## config.mk

```make
export PLATFORM = sky130hd
export DESIGN_NAME = ledctl_top
export DESIGN_NICKNAME = d
export VERILOG_FILES = /design/src/ledctl_pkg.sv /design/src/ledctl_sync.sv /design/src/ledctl_top.sv
export SDC_FILE = /design/constraint.sdc
export NUM_CORES = 1
export LEC_CHECK = 0
export BUFFER_PORTS_ARGS = -buffer_cell sky130_fd_sc_hd__clkbuf_2
export CORE_MARGIN = 10
export CORE_UTILIZATION = 43
export CTS_BUF_LIST = sky130_fd_sc_hd__clkbuf_4 sky130_fd_sc_hd__clkbuf_8 sky130_fd_sc_hd__clkbuf_16
export DETAILED_ROUTE_END_ITERATION = 10
export GPL_TIMING_DRIVEN = 1
export PLACE_DENSITY = 0.75
export SETUP_SLACK_MARGIN = 0.05
export SYNTH_ARGS = -nofsm -noshare
export SYNTH_HDL_FRONTEND = slang
export SYNTH_SLANG_ARGS = --single-unit
export TNS_END_PERCENT = 10
```

## constraint.sdc

```tcl
create_clock -name clock -period 2.25 [get_ports clock]
set_input_delay 0.1125 -clock clock [delete_from_list [all_inputs] [get_ports clock]]
set_output_delay 0.1125 -clock clock [all_outputs]
set_load 0.01 [all_outputs]
```

## src/ledctl_pkg.sv

```systemverilog
// constants shared by the led driver control latch files
package ledctl_pkg;
  localparam int SR_W = 49;
  localparam int CTL_W = 40;
  localparam int CHAN_N = 48;
  localparam int BC_W = 7;
  localparam int MC_W = 3;
  localparam logic [7:0] WRITE_CMD = 8'h96;
  // word layout
  localparam int TAG_BIT = 48;
  localparam int CMD_HI = 47;
  localparam int CMD_LO = 40;
  localparam int BC_R_LO = 0;
  localparam int BC_G_LO = 7;
  localparam int BC_B_LO = 14;
  localparam int MC_LO = 21;
  localparam int SEL_LO = 24;
  localparam int OPEN_LO = 26;
  localparam int SHORT_LO = 29;
  localparam int PSP_LO = 31;
  // reset values
  localparam logic [2:0] MC_RST = 3'h0;
  localparam logic [1:0] PSP_RST = 2'h3;
  // status select and power-save policy codes
  localparam logic [1:0] SEL_OPEN = 2'h1;
  localparam logic [1:0] SEL_SHORT = 2'h2;
  localparam logic [1:0] PSP_NEVER = 2'h0;
  localparam logic [1:0] PSP_CLK_WAKE = 2'h1;
  typedef enum logic {LEDCTL_NORMAL, LEDCTL_SAVE} ledctl_ps_t;
endpackage : ledctl_pkg

```

## src/ledctl_sync.sv

```systemverilog
// two flip-flop synchroniser for pin inputs
`timescale 1ns/1ps
module ledctl_sync #(
  parameter int WIDTH = 1
) (
  input wire logic clock,
  input wire logic rst,
  input wire logic [WIDTH-1:0] async_in,
  output logic [WIDTH-1:0] sync_out
);
  logic [WIDTH-1:0] meta_q;
  logic [WIDTH-1:0] meta_d;
  logic [WIDTH-1:0] sync_q;
  logic [WIDTH-1:0] sync_d;

  // first stage feeds only the second stage
  always_comb begin
    meta_d = async_in;
    sync_d = meta_q;
  end

  always_ff @(posedge clock) begin
    if (rst) begin
      meta_q <= '0;
      sync_q <= '0;
    end else begin
      meta_q <= meta_d;
      sync_q <= sync_d;
    end
  end

  assign sync_out = sync_q;
endmodule : ledctl_sync

```

## src/ledctl_top.sv

```systemverilog
// control latch, on/off latch and output gating of a 48-channel led driver
// What this block does
// - strobe edge copies low 33 bits when tag bit set and command is 96h
// - peak current changes only when same value written twice in a row
// - reset gives peak current 000b and power-save policy 11b
// - three 7-bit group brightness codes, red green blue
// - one 3-bit peak current code shared by all outputs
// - function bits pick readout, open and short thresholds, power save
// - separate 48-bit on/off latch, one bit per channel
// - blanking low drives channels whose on/off bit is one
// - blanking high forces every channel off
// - open and short flags read out through serial data out
// - select 01 loads open flags, 10 short flags, else nothing
// - policy 00 never saves; others save on all-zero on/off data
// - policy 01 wakes on serial clock edge, 10 on non-zero data
`timescale 1ns/1ps
module ledctl_top
  import ledctl_pkg::*;
#(
  parameter int CHANNELS = CHAN_N
) (
  input wire logic clock,
  input wire logic rst,
  input wire logic serial_clock,
  input wire logic serial_data_in,
  input wire logic latch_strobe,
  input wire logic blank,
  input wire logic [CHANNELS-1:0] open_led_detect,
  input wire logic [CHANNELS-1:0] short_led_detect,
  output logic serial_data_out,
  output logic [CHANNELS-1:0] channel_output,
  output logic [MC_W-1:0] peak_current_code,
  output logic [BC_W-1:0] group_brightness_red,
  output logic [BC_W-1:0] group_brightness_green,
  output logic [BC_W-1:0] group_brightness_blue,
  output logic [1:0] status_readout_select,
  output logic [2:0] open_threshold_select,
  output logic [1:0] short_threshold_select,
  output logic [1:0] power_save_policy,
  output logic power_save_state
);
  // the word layout fixes the channel count, so refuse any other
  if (CHANNELS != CHAN_N) begin : g_chan_check
    $error("ledctl_top: word layout serves exactly 48 channels");
  end

  // ==========================================================
  // pin synchronisation and edge finding
  logic [3:0] pins_s;
  logic sclk_s, sdi_s, lat_s, blank_s;
  logic sclk_prev_q, lat_prev_q;
  logic sclk_rise, lat_rise;

  ledctl_sync #(.WIDTH(4)) u_sync (
    .clock(clock),
    .rst(rst),
    .async_in({serial_clock, serial_data_in, latch_strobe, blank}),
    .sync_out(pins_s)
  );
  assign {sclk_s, sdi_s, lat_s, blank_s} = pins_s;

  // detector flags come from another domain and are synchronised as well
  logic [2*CHANNELS-1:0] flags_s;
  logic [CHANNELS-1:0] open_s, short_s;
  ledctl_sync #(.WIDTH(2 * CHANNELS)) u_flag_sync (
    .clock(clock),
    .rst(rst),
    .async_in({open_led_detect, short_led_detect}),
    .sync_out(flags_s)
  );
  assign {open_s, short_s} = flags_s;

  always_ff @(posedge clock) begin
    if (rst) begin
      sclk_prev_q <= 1'b0;
      lat_prev_q <= 1'b0;
    end else begin
      sclk_prev_q <= sclk_s;
      lat_prev_q <= lat_s;
    end
  end
  assign sclk_rise = sclk_s & ~sclk_prev_q;
  assign lat_rise = lat_s & ~lat_prev_q;

  // ==========================================================
  // shift register and strobed word decode
  logic [SR_W-1:0] sr_q, sr_d;
  logic cmd_ok, onoff_wr, onoff_zero;
  logic [MC_W-1:0] mc_in;

  assign cmd_ok = sr_q[TAG_BIT] && (sr_q[CMD_HI:CMD_LO] == WRITE_CMD);
  assign onoff_wr = lat_rise && !sr_q[TAG_BIT];
  assign onoff_zero = (sr_q[CHAN_N-1:0] == '0);
  assign mc_in = sr_q[MC_LO +: MC_W];

  // ==========================================================
  // control and on/off latches
  logic [MC_W-1:0] mc_q, mc_d, mc_prev_q, mc_prev_d;
  logic mc_prev_vld_q, mc_prev_vld_d;
  logic [BC_W-1:0] bc_r_q, bc_r_d, bc_g_q, bc_g_d, bc_b_q, bc_b_d;
  logic [1:0] sel_q, sel_d, short_q, short_d, psp_q, psp_d;
  logic [2:0] open_q, open_d;
  logic [CHANNELS-1:0] onoff_q, onoff_d, chan_q, chan_d;
  ledctl_ps_t ps_q, ps_d;

  // strobe loads status flags for readout, otherwise serial clock shifts
  always_comb begin
    sr_d = sr_q;
    if (lat_rise && sel_d == SEL_OPEN) begin
      sr_d = {1'b0, open_s};
    end else if (lat_rise && sel_d == SEL_SHORT) begin
      sr_d = {1'b0, short_s};
    end else if (sclk_rise) begin
      sr_d = {sr_q[SR_W-2:0], sdi_s}; // msb first
    end
  end

  // rejected words fall through with every field held
  always_comb begin
    mc_d = mc_q;
    mc_prev_d = mc_prev_q;
    mc_prev_vld_d = mc_prev_vld_q;
    bc_r_d = bc_r_q;
    bc_g_d = bc_g_q;
    bc_b_d = bc_b_q;
    sel_d = sel_q;
    open_d = open_q;
    short_d = short_q;
    psp_d = psp_q;
    onoff_d = onoff_q;
    if (lat_rise && cmd_ok) begin
      bc_r_d = sr_q[BC_R_LO +: BC_W];
      bc_g_d = sr_q[BC_G_LO +: BC_W];
      bc_b_d = sr_q[BC_B_LO +: BC_W];
      sel_d = sr_q[SEL_LO +: 2];
      open_d = sr_q[OPEN_LO +: 3];
      short_d = sr_q[SHORT_LO +: 2];
      psp_d = sr_q[PSP_LO +: 2];
      // a lone glitched write cannot move the current ceiling
      if (mc_prev_vld_q && mc_in == mc_prev_q) begin
        mc_d = mc_in;
      end
      mc_prev_d = mc_in;
      mc_prev_vld_d = 1'b1;
    end
    if (onoff_wr) begin
      onoff_d = sr_q[CHAN_N-1:0];
    end
  end

  // power-save entry and wake
  always_comb begin
    ps_d = ps_q;
    case (ps_q)
      LEDCTL_NORMAL: begin
        if (onoff_wr && onoff_zero && psp_q != PSP_NEVER) begin
          ps_d = LEDCTL_SAVE;
        end
      end
      LEDCTL_SAVE: begin
        if (psp_q == PSP_NEVER) begin
          ps_d = LEDCTL_NORMAL;
        end else if (psp_q == PSP_CLK_WAKE) begin
          if (sclk_rise) begin
            ps_d = LEDCTL_NORMAL;
          end
        end else if (onoff_wr && !onoff_zero) begin
          ps_d = LEDCTL_NORMAL;
        end
      end
      default: ps_d = LEDCTL_NORMAL;
    endcase
  end

  // blanking gates every channel; grey level is the controller's timing
  always_comb begin
    chan_d = blank_s ? '0 : onoff_q;
  end

  always_ff @(posedge clock) begin
    if (rst) begin
      sr_q <= '0;
      mc_q <= MC_RST;
      mc_prev_q <= MC_RST;
      mc_prev_vld_q <= 1'b0;
      bc_r_q <= '0;
      bc_g_q <= '0;
      bc_b_q <= '0;
      sel_q <= '0;
      open_q <= '0;
      short_q <= '0;
      psp_q <= PSP_RST;
      onoff_q <= '0;
      chan_q <= '0;
      ps_q <= LEDCTL_NORMAL;
    end else begin
      sr_q <= sr_d;
      mc_q <= mc_d;
      mc_prev_q <= mc_prev_d;
      mc_prev_vld_q <= mc_prev_vld_d;
      bc_r_q <= bc_r_d;
      bc_g_q <= bc_g_d;
      bc_b_q <= bc_b_d;
      sel_q <= sel_d;
      open_q <= open_d;
      short_q <= short_d;
      psp_q <= psp_d;
      onoff_q <= onoff_d;
      chan_q <= chan_d;
      ps_q <= ps_d;
    end
  end

  assign serial_data_out = sr_q[SR_W-1];
  assign channel_output = chan_q;
  assign peak_current_code = mc_q;
  assign group_brightness_red = bc_r_q;
  assign group_brightness_green = bc_g_q;
  assign group_brightness_blue = bc_b_q;
  assign status_readout_select = sel_q;
  assign open_threshold_select = open_q;
  assign short_threshold_select = short_q;
  assign power_save_policy = psp_q;
  assign power_save_state = (ps_q == LEDCTL_SAVE);
endmodule : ledctl_top

```

==> reports/metrics.cfg, run 1 <==
[run_status]
status=complete, but fails checks
violations=negative setup slack

[sta]
fmax_mhz=421
maxSlewViolCount=0
min_period_ps=2370
skew_ps=9.25
setup_viol=44
fin_crit_sh=1.05
fin_ws_ps=-123
slew_headroom=0.664
finalHoldViolCount=0
hold_ws_ps=23.0
rsz0062_at_grt=true
tightest_slew_ps=504

[cells_and_area]
fillers=2292
final_cell_mix=dfxtp_1 (385), nor2b_1 (206), clkbuf_2 (183), nand2_1 (168), dlygate4sd3_1 (100)
fin_cells=1865
area_growth_pct=32.4
final_common_cell=dfxtp_1
drive_gt1_frac=0.203
nets=1560
fin_area_um2=16100

[synth]
synthMuxAreaShare=0.00463
netlist_instances=1186
ys_async_sr_fraction=0
synth_compound_area_frac=0.105
synth_cell_type_count=36
ys.warnings.count=0
ys.flop_type=dfxtp_1
syn_nets=1288
netlist_area_um2=12200
synth_area_leader_cell=dfxtp_1
ys_seq_area_frac=0.634
synth_edf_count=0
synth_fa_ha_area_frac=0
netlist.area_leader.share=0.634
syn_area_per_cell_um2=10.3
netlist_top_cells_area=dfxtp_1 (63%), nor2b_1 (11%), nand2_1 (5.2%)
synth-seq-cells=385
synth-xor-area-share=0.00360
synth_top_family_by_area=simple AND/OR/NAND/NOR gates
synth_simple_gate_area_frac=0.221

[cts]
clock_latency_ps=510
root_buffer=clkbuf_16
clk_pin_slew_worst_paths_ps=60
cts_htree_levels=2
cts_max_path_buffers=3
cts_buffers=37
clock-sinks=385
tritoncts=done

[worst_hold_path]
hold_class=in2reg

[placement]
gp_congestion=0.807
postPlaceCellArea_um2=13600
placed_cells=1693
dpl.hpwl_um=19500
dp_slack_ps=-115
io_buffers=184

[grt]
grt_pass1_vias=8880
antenna_found_initial=2
grt-ovfl-total=0
track_usage=0.162
grt_pass1_wl_um=47600
grt_max_degree=91

[power]
ir_drop_mv=0.575
p_leak_nw=6.39
pwr_density_cell_nw_per_um2=915

[critical_path]
critical_path.slowest_cell=or4_4
cp.arrival_ps=2760
crit_path_cell_trace=or4_4, buf_6, nor3_4, mux2_4, clkbuf_16, a222oi_1, a211oi_1
crit_required_ps=2640
critPathMaxStageDelay_ps=550
cp_max_fo=23
start_kind=register
end_kind=register
path_class=reg2reg

[die]
num_io_pins=185
core_area_um2=27900
die_w_um=188
die_h_um=188
dieArea_um2=35400
initial_utilization=0.437
fp-row-count=61

[drt]
drc=0
vias_per_cell=4.87
wl_per_cell_um=16.5
postRouteAntennaNets=0
totalWireLength_um=30800
vias=9091
drt-initial-drc-count=761
drtPass1Iterations=7

[flow_run]
cap_violations=0

## cell usage after synthesis (2+ instances only)
master      n
dfxtp_1   385
nor2b_1   206
nand2_1   168
a21oi_1    80
clkbuf_1   70
nor2_1     64
and2_1     48
a211oi_1   46
a222oi_1   45
buf_2      12
nor4_1     12
buf_6       5
nand2b_1    4
nand4_1     4
o21ai_0     4
xnor2_1     4
a311oi_1    3
mux2i_1     3
nand3b_1    3
nor3_1      2
nor3b_1     2
or4_4       2
## report_power, final
group          internal (mW)  total (mW)  leakage [nW]  switching (mW)
Sequential              7.04        7.18          3.15           0.132
Clock                   4.35        6.82         0.687            2.48
Combinational          0.400       0.740          2.55           0.340
Total                   11.8        14.7          6.39            2.95
## through the flow
stage | power (mW) | setup TNS [ps] | util
3_3_place_gp | 7.89 | -1180 | 0.488
5_1_grt | 15.2 | -5740 | 0.578
2_1_floorplan | 7.64 | -394 | -
3_5_place_dp | 7.91 | -3230 | 0.488
6_report | 14.7 | -2280 | 0.578
4_1_cts | 14.8 | -1480 | 0.574
## critical path, delay by kind of cell, from the launching register on
family | cells | cell delay (ps)
compound gates | 2 | 500
buf+inv | 2 | 350
flops | 1 | 310
mux | 1 | 370
simple gates | 2 | 690
## state kept, by name, summed over array words and instances, names as in the netlist, 2 cells and up
name,flops
group_brightness_green,7
onoff_q,48
open_threshold_select,3
short_threshold_select,2
status_readout_select,2
u_flag_sync.meta_q,96
sr_q,49
group_brightness_red,7
u_sync.meta_q,4
peak_current_code,3
u_flag_sync.sync_out,96
mc_prev_q,3
power_save_policy,2
group_brightness_blue,7
u_sync.sync_out,4
channel_output,48
## final timing paths
kind,start,endpoint,slack (ps),cells after the start
setup reg to reg,sr_q[40],sr_q[11],-120,7
hold reg to reg,u_flag_sync.meta_q[67],u_flag_sync.sync_out[67],430,1
setup / recovery,sr_q[40],sr_q[11],-120,7
hold / removal,rst,lat_prev_q,20,2
## area by class of cell
cell class / count / area (um2) / share of cell area
Inverter: 1 / 3.75 / 0.000233
Sequential cell: 385 / 7710 / 0.479
Clock inverter: 9 / 224 / 0.0139
Clock buffer: 56 / 1150 / 0.0716
Antenna cell: 3 / 7.51 / 0.000466
Tap cell: 378 / 473 / 0.0294
Multi-Input combinational cell: 713 / 4160 / 0.259
Timing Repair Buffer: 320 / 2370 / 0.147
## cells by family after synthesis
family,after synthesis
AO/OA/AOI/OAI,182
AND/OR/NAND/NOR,519
buffers and inverters,90
XOR/XNOR,5
multiplexers,5
flip-flops,385
## what timing repair did
item	4_1_cts	5_1_grt
hold endpoints to repair	100	0
hold buffers	100	0
pin swaps	32	38
buffers inserted	0	0
endpoints found under the setup margin	50	51
gates resized for setup	4	5
gates cloned	0	4
## metal layers
metal  wire [um]  vias up  share of wire  track usage
met5           0        -              0            0
met4         811        0          0.026       0.0538
met3        2320       56          0.075       0.0345
met2       13900      353           0.45        0.250
met1       13800     4172           0.45        0.221
li1            -     4510              -            -
(Power assumes the default switching activity.)
==> run 2, diff against run 1 <==
- ABC_AREA: unset -> 1
- CTS_BUF_LIST: sky130_fd_sc_hd__clkbuf_4 sky130_fd_sc_hd__clkbuf_8 sky130_fd_sc_hd__clkbuf_16 -> sky130_fd_sc_hd__clkbuf_16
- PLACE_DENSITY: 0.75 -> 0.74
- SLEW_MARGIN: unset -> 20
==> reports/metrics.cfg, run 2 <==
[grt]
use_met2=0.243
track_usage=0.169
use_met1=0.249
grt_max_degree=199
top_usage_layer=met1
antenna_found_initial=1
grt-ovfl-total=0
grt_pass1_wl_um=54200
grt_pass1_vias=10500
grt_util_met3=0.0325

[die]
die_w_um=197
dieArea_um2=38900
fp-row-count=64
num_io_pins=185
die_h_um=197
core_area_um2=30700
initial_utilization=0.439

[critical_path]
r2r-start=sr_q[47]
crit_top_cell=nand2_1
path_class=reg2reg
end_kind=register
cp_max_fo=34
cp.arrival_ps=2410
crit_required_ps=2660
reg2reg_depth=12
rrSetupSlack_ps=240
crit_path_cell_trace=nand2_1, nor2_2, nand3_2, nand2_1, nand2_2, nand3_4, buf_4, nand2_1, nand2_1, nor2_1, nor2_1, nor2_1
critPathMaxStageDelay_ps=430
start_kind=register
critical_path.slowest_cell=dfxtp_1
rr_endpoint=sr_q[4]

[cts]
cts_buffers=37
cts_htree_levels=2
cts_setup_buffers=0
tritoncts=done
root_buffer=clkbuf_16
clock-sinks=385
clk_pin_slew_worst_paths_ps=60
cts_max_path_buffers=3
clock_latency_ps=530

[cells_and_area]
seqCellArea_um2=7710
area_growth_pct=26.0
final_cell_mix=nor2_1 (460), dfxtp_1 (385), inv_1 (357), nand2_1 (205), clkbuf_2 (183)
drive_gt1_frac=0.134
final_common_cell=nor2_1
fillers=2909
multi_input_area_um2=4030
nets=2129

[drt]
wl_per_cell_um=13.7
vias=10900
postRouteAntennaNets=0
drc=0
totalWireLength_um=33500
drtPass1Iterations=5
drt-initial-drc-count=793
vias_per_cell=4.46

[sta]
setup_viol=0
fmax_mhz=498
fin_crit_sh=0.893
finalHoldViolCount=0
fin_setup_tns_ps=0
tightest_slew_ps=871
hold_ws_ps=330
slew_headroom=0.419
skew_ps=18.0
min_period_ps=2010
rsz0062_at_grt=false
maxSlewViolCount=0

[power]
ir_drop_mv=0.513
power.internal_mw=11.2
pwr_density_cell_nw_per_um2=842
sequentialPowerShare=0.503
swShare=0.218
p_leak_nw=8.13
power_frac_clock=0.433
p_sw_mw=3.12
power_frac_comb=0.064

[flow_run]
cap_violations=0

[synth]
ys.warnings.count=0
synth-seq-cells=385
ys.flop_type=dfxtp_1
netlist_top_cells_area=dfxtp_1 (57%), nor2_1 (13%), inv_1 (9.8%)
netlist.area_leader.share=0.571
netlist_area_um2=13500
syn_area_per_cell_um2=7.59
netlist_instances=1780
ys_seq_area_frac=0.571
ys_async_sr_fraction=0
synth_edf_count=0
yosysMostFrequentCell=nor2_1
synth_cell_type_count=25
synth_area_leader_cell=dfxtp_1
syn_nets=1882
synth.top_cells.by_count=nor2_1 (461), dfxtp_1 (385), inv_1 (353), nand2_1 (205), o21ai_0 (131)

[worst_hold_path]
hold_class=in2reg
hold_start=open_led_detect[39]
whs_endpoint=u_flag_sync.meta_q[87]
hold_depth=4

[placement]
dpl.hpwl_um=23400
io_buffers=184
gp_congestion=0.877

[run_status]
status=finished clean

-- run 2: final cells by class --
class | instances | share of cell area
clock buffers | 39 | 0.0574
clock inverters | 26 | 0.0145
multi-input cells | 939 | 0.237
repair buffers | 306 | 0.130
well taps | 396 | 0.0291
diodes | 1 | 0.000147
flip-flops and latches | 385 | 0.453
inverters | 358 | 0.0790
-- run 2: worst max path at each step --
stage | start | slack [ps] | cells past startpoint | to
2_1_floorplan | sr_q[48] | 490 | 13 | sr_q[24]
3_3_place_gp | sr_q[47] | 300 | 10 | sr_q[6]
3_5_place_dp | u_sync.sync_out[1] | 250 | 12 | sr_q[30]
4_1_cts | u_sync.sync_out[1] | 190 | 12 | sr_q[30]
5_1_grt | sr_q[47] | 90 | 13 | sr_q[41]
6_report | sr_q[47] | 240 | 12 | sr_q[4]
-- run 2: logic make-up after synthesis --
family,synth area share
buf+inv,0.131
compound gates,0.0701
flops,0.571
mux,0.000741
simple gates,0.226
xor+xnor,0.00130
-- run 2: critical path: cells and delay by family (launching register included) --
kind	cells	cell delay (ps)
simple gates	11	1080
flops	1	430
buf+inv	1	350
-- run 2: routing by layer --
| layer | share of wire | vias up |
|---|---|---|
| li1 | - | 5766 |
| met1 | 0.50 | 4823 |
| met2 | 0.42 | 297 |
| met3 | 0.067 | 46 |
| met4 | 0.021 | 0 |
| met5 | 0 | - |
-- run 2: power groups by stage --
stage               Sequential, mW  Combinational (mW)  Clock, mW
floorplan                     7.33               0.497          0
global placement              7.35               0.758          0
detailed placement            7.36               0.776          0
CTS                           7.21               0.924       6.33
global route                  7.23                1.05       6.62
finish                        7.21               0.919       6.20
-- run 2: timing repair --
item                       CTS  global route
gates resized for setup      0             1
setup endpoints to repair    0             3
hold buffers               102             0
hold endpoints to repair   107             0
-- run 2: metrics by stage --
step | setup WS [ps] | area (um2) | std cells | power (mW) | utilization
6_report | 241 | 17000 | 2450 | 14.3 | 0.553
5_1_grt | 88.5 | 17000 | 2450 | 14.9 | 0.553
4_1_cts | 189 | 17000 | 2449 | 14.5 | 0.553
3_5_place_dp | 248 | 14800 | 2282 | 8.14 | 0.480
3_3_place_gp | 304 | 14800 | 2282 | 8.11 | 0.480
2_1_floorplan | 494 | 13500 | 1780 | 7.83 | -
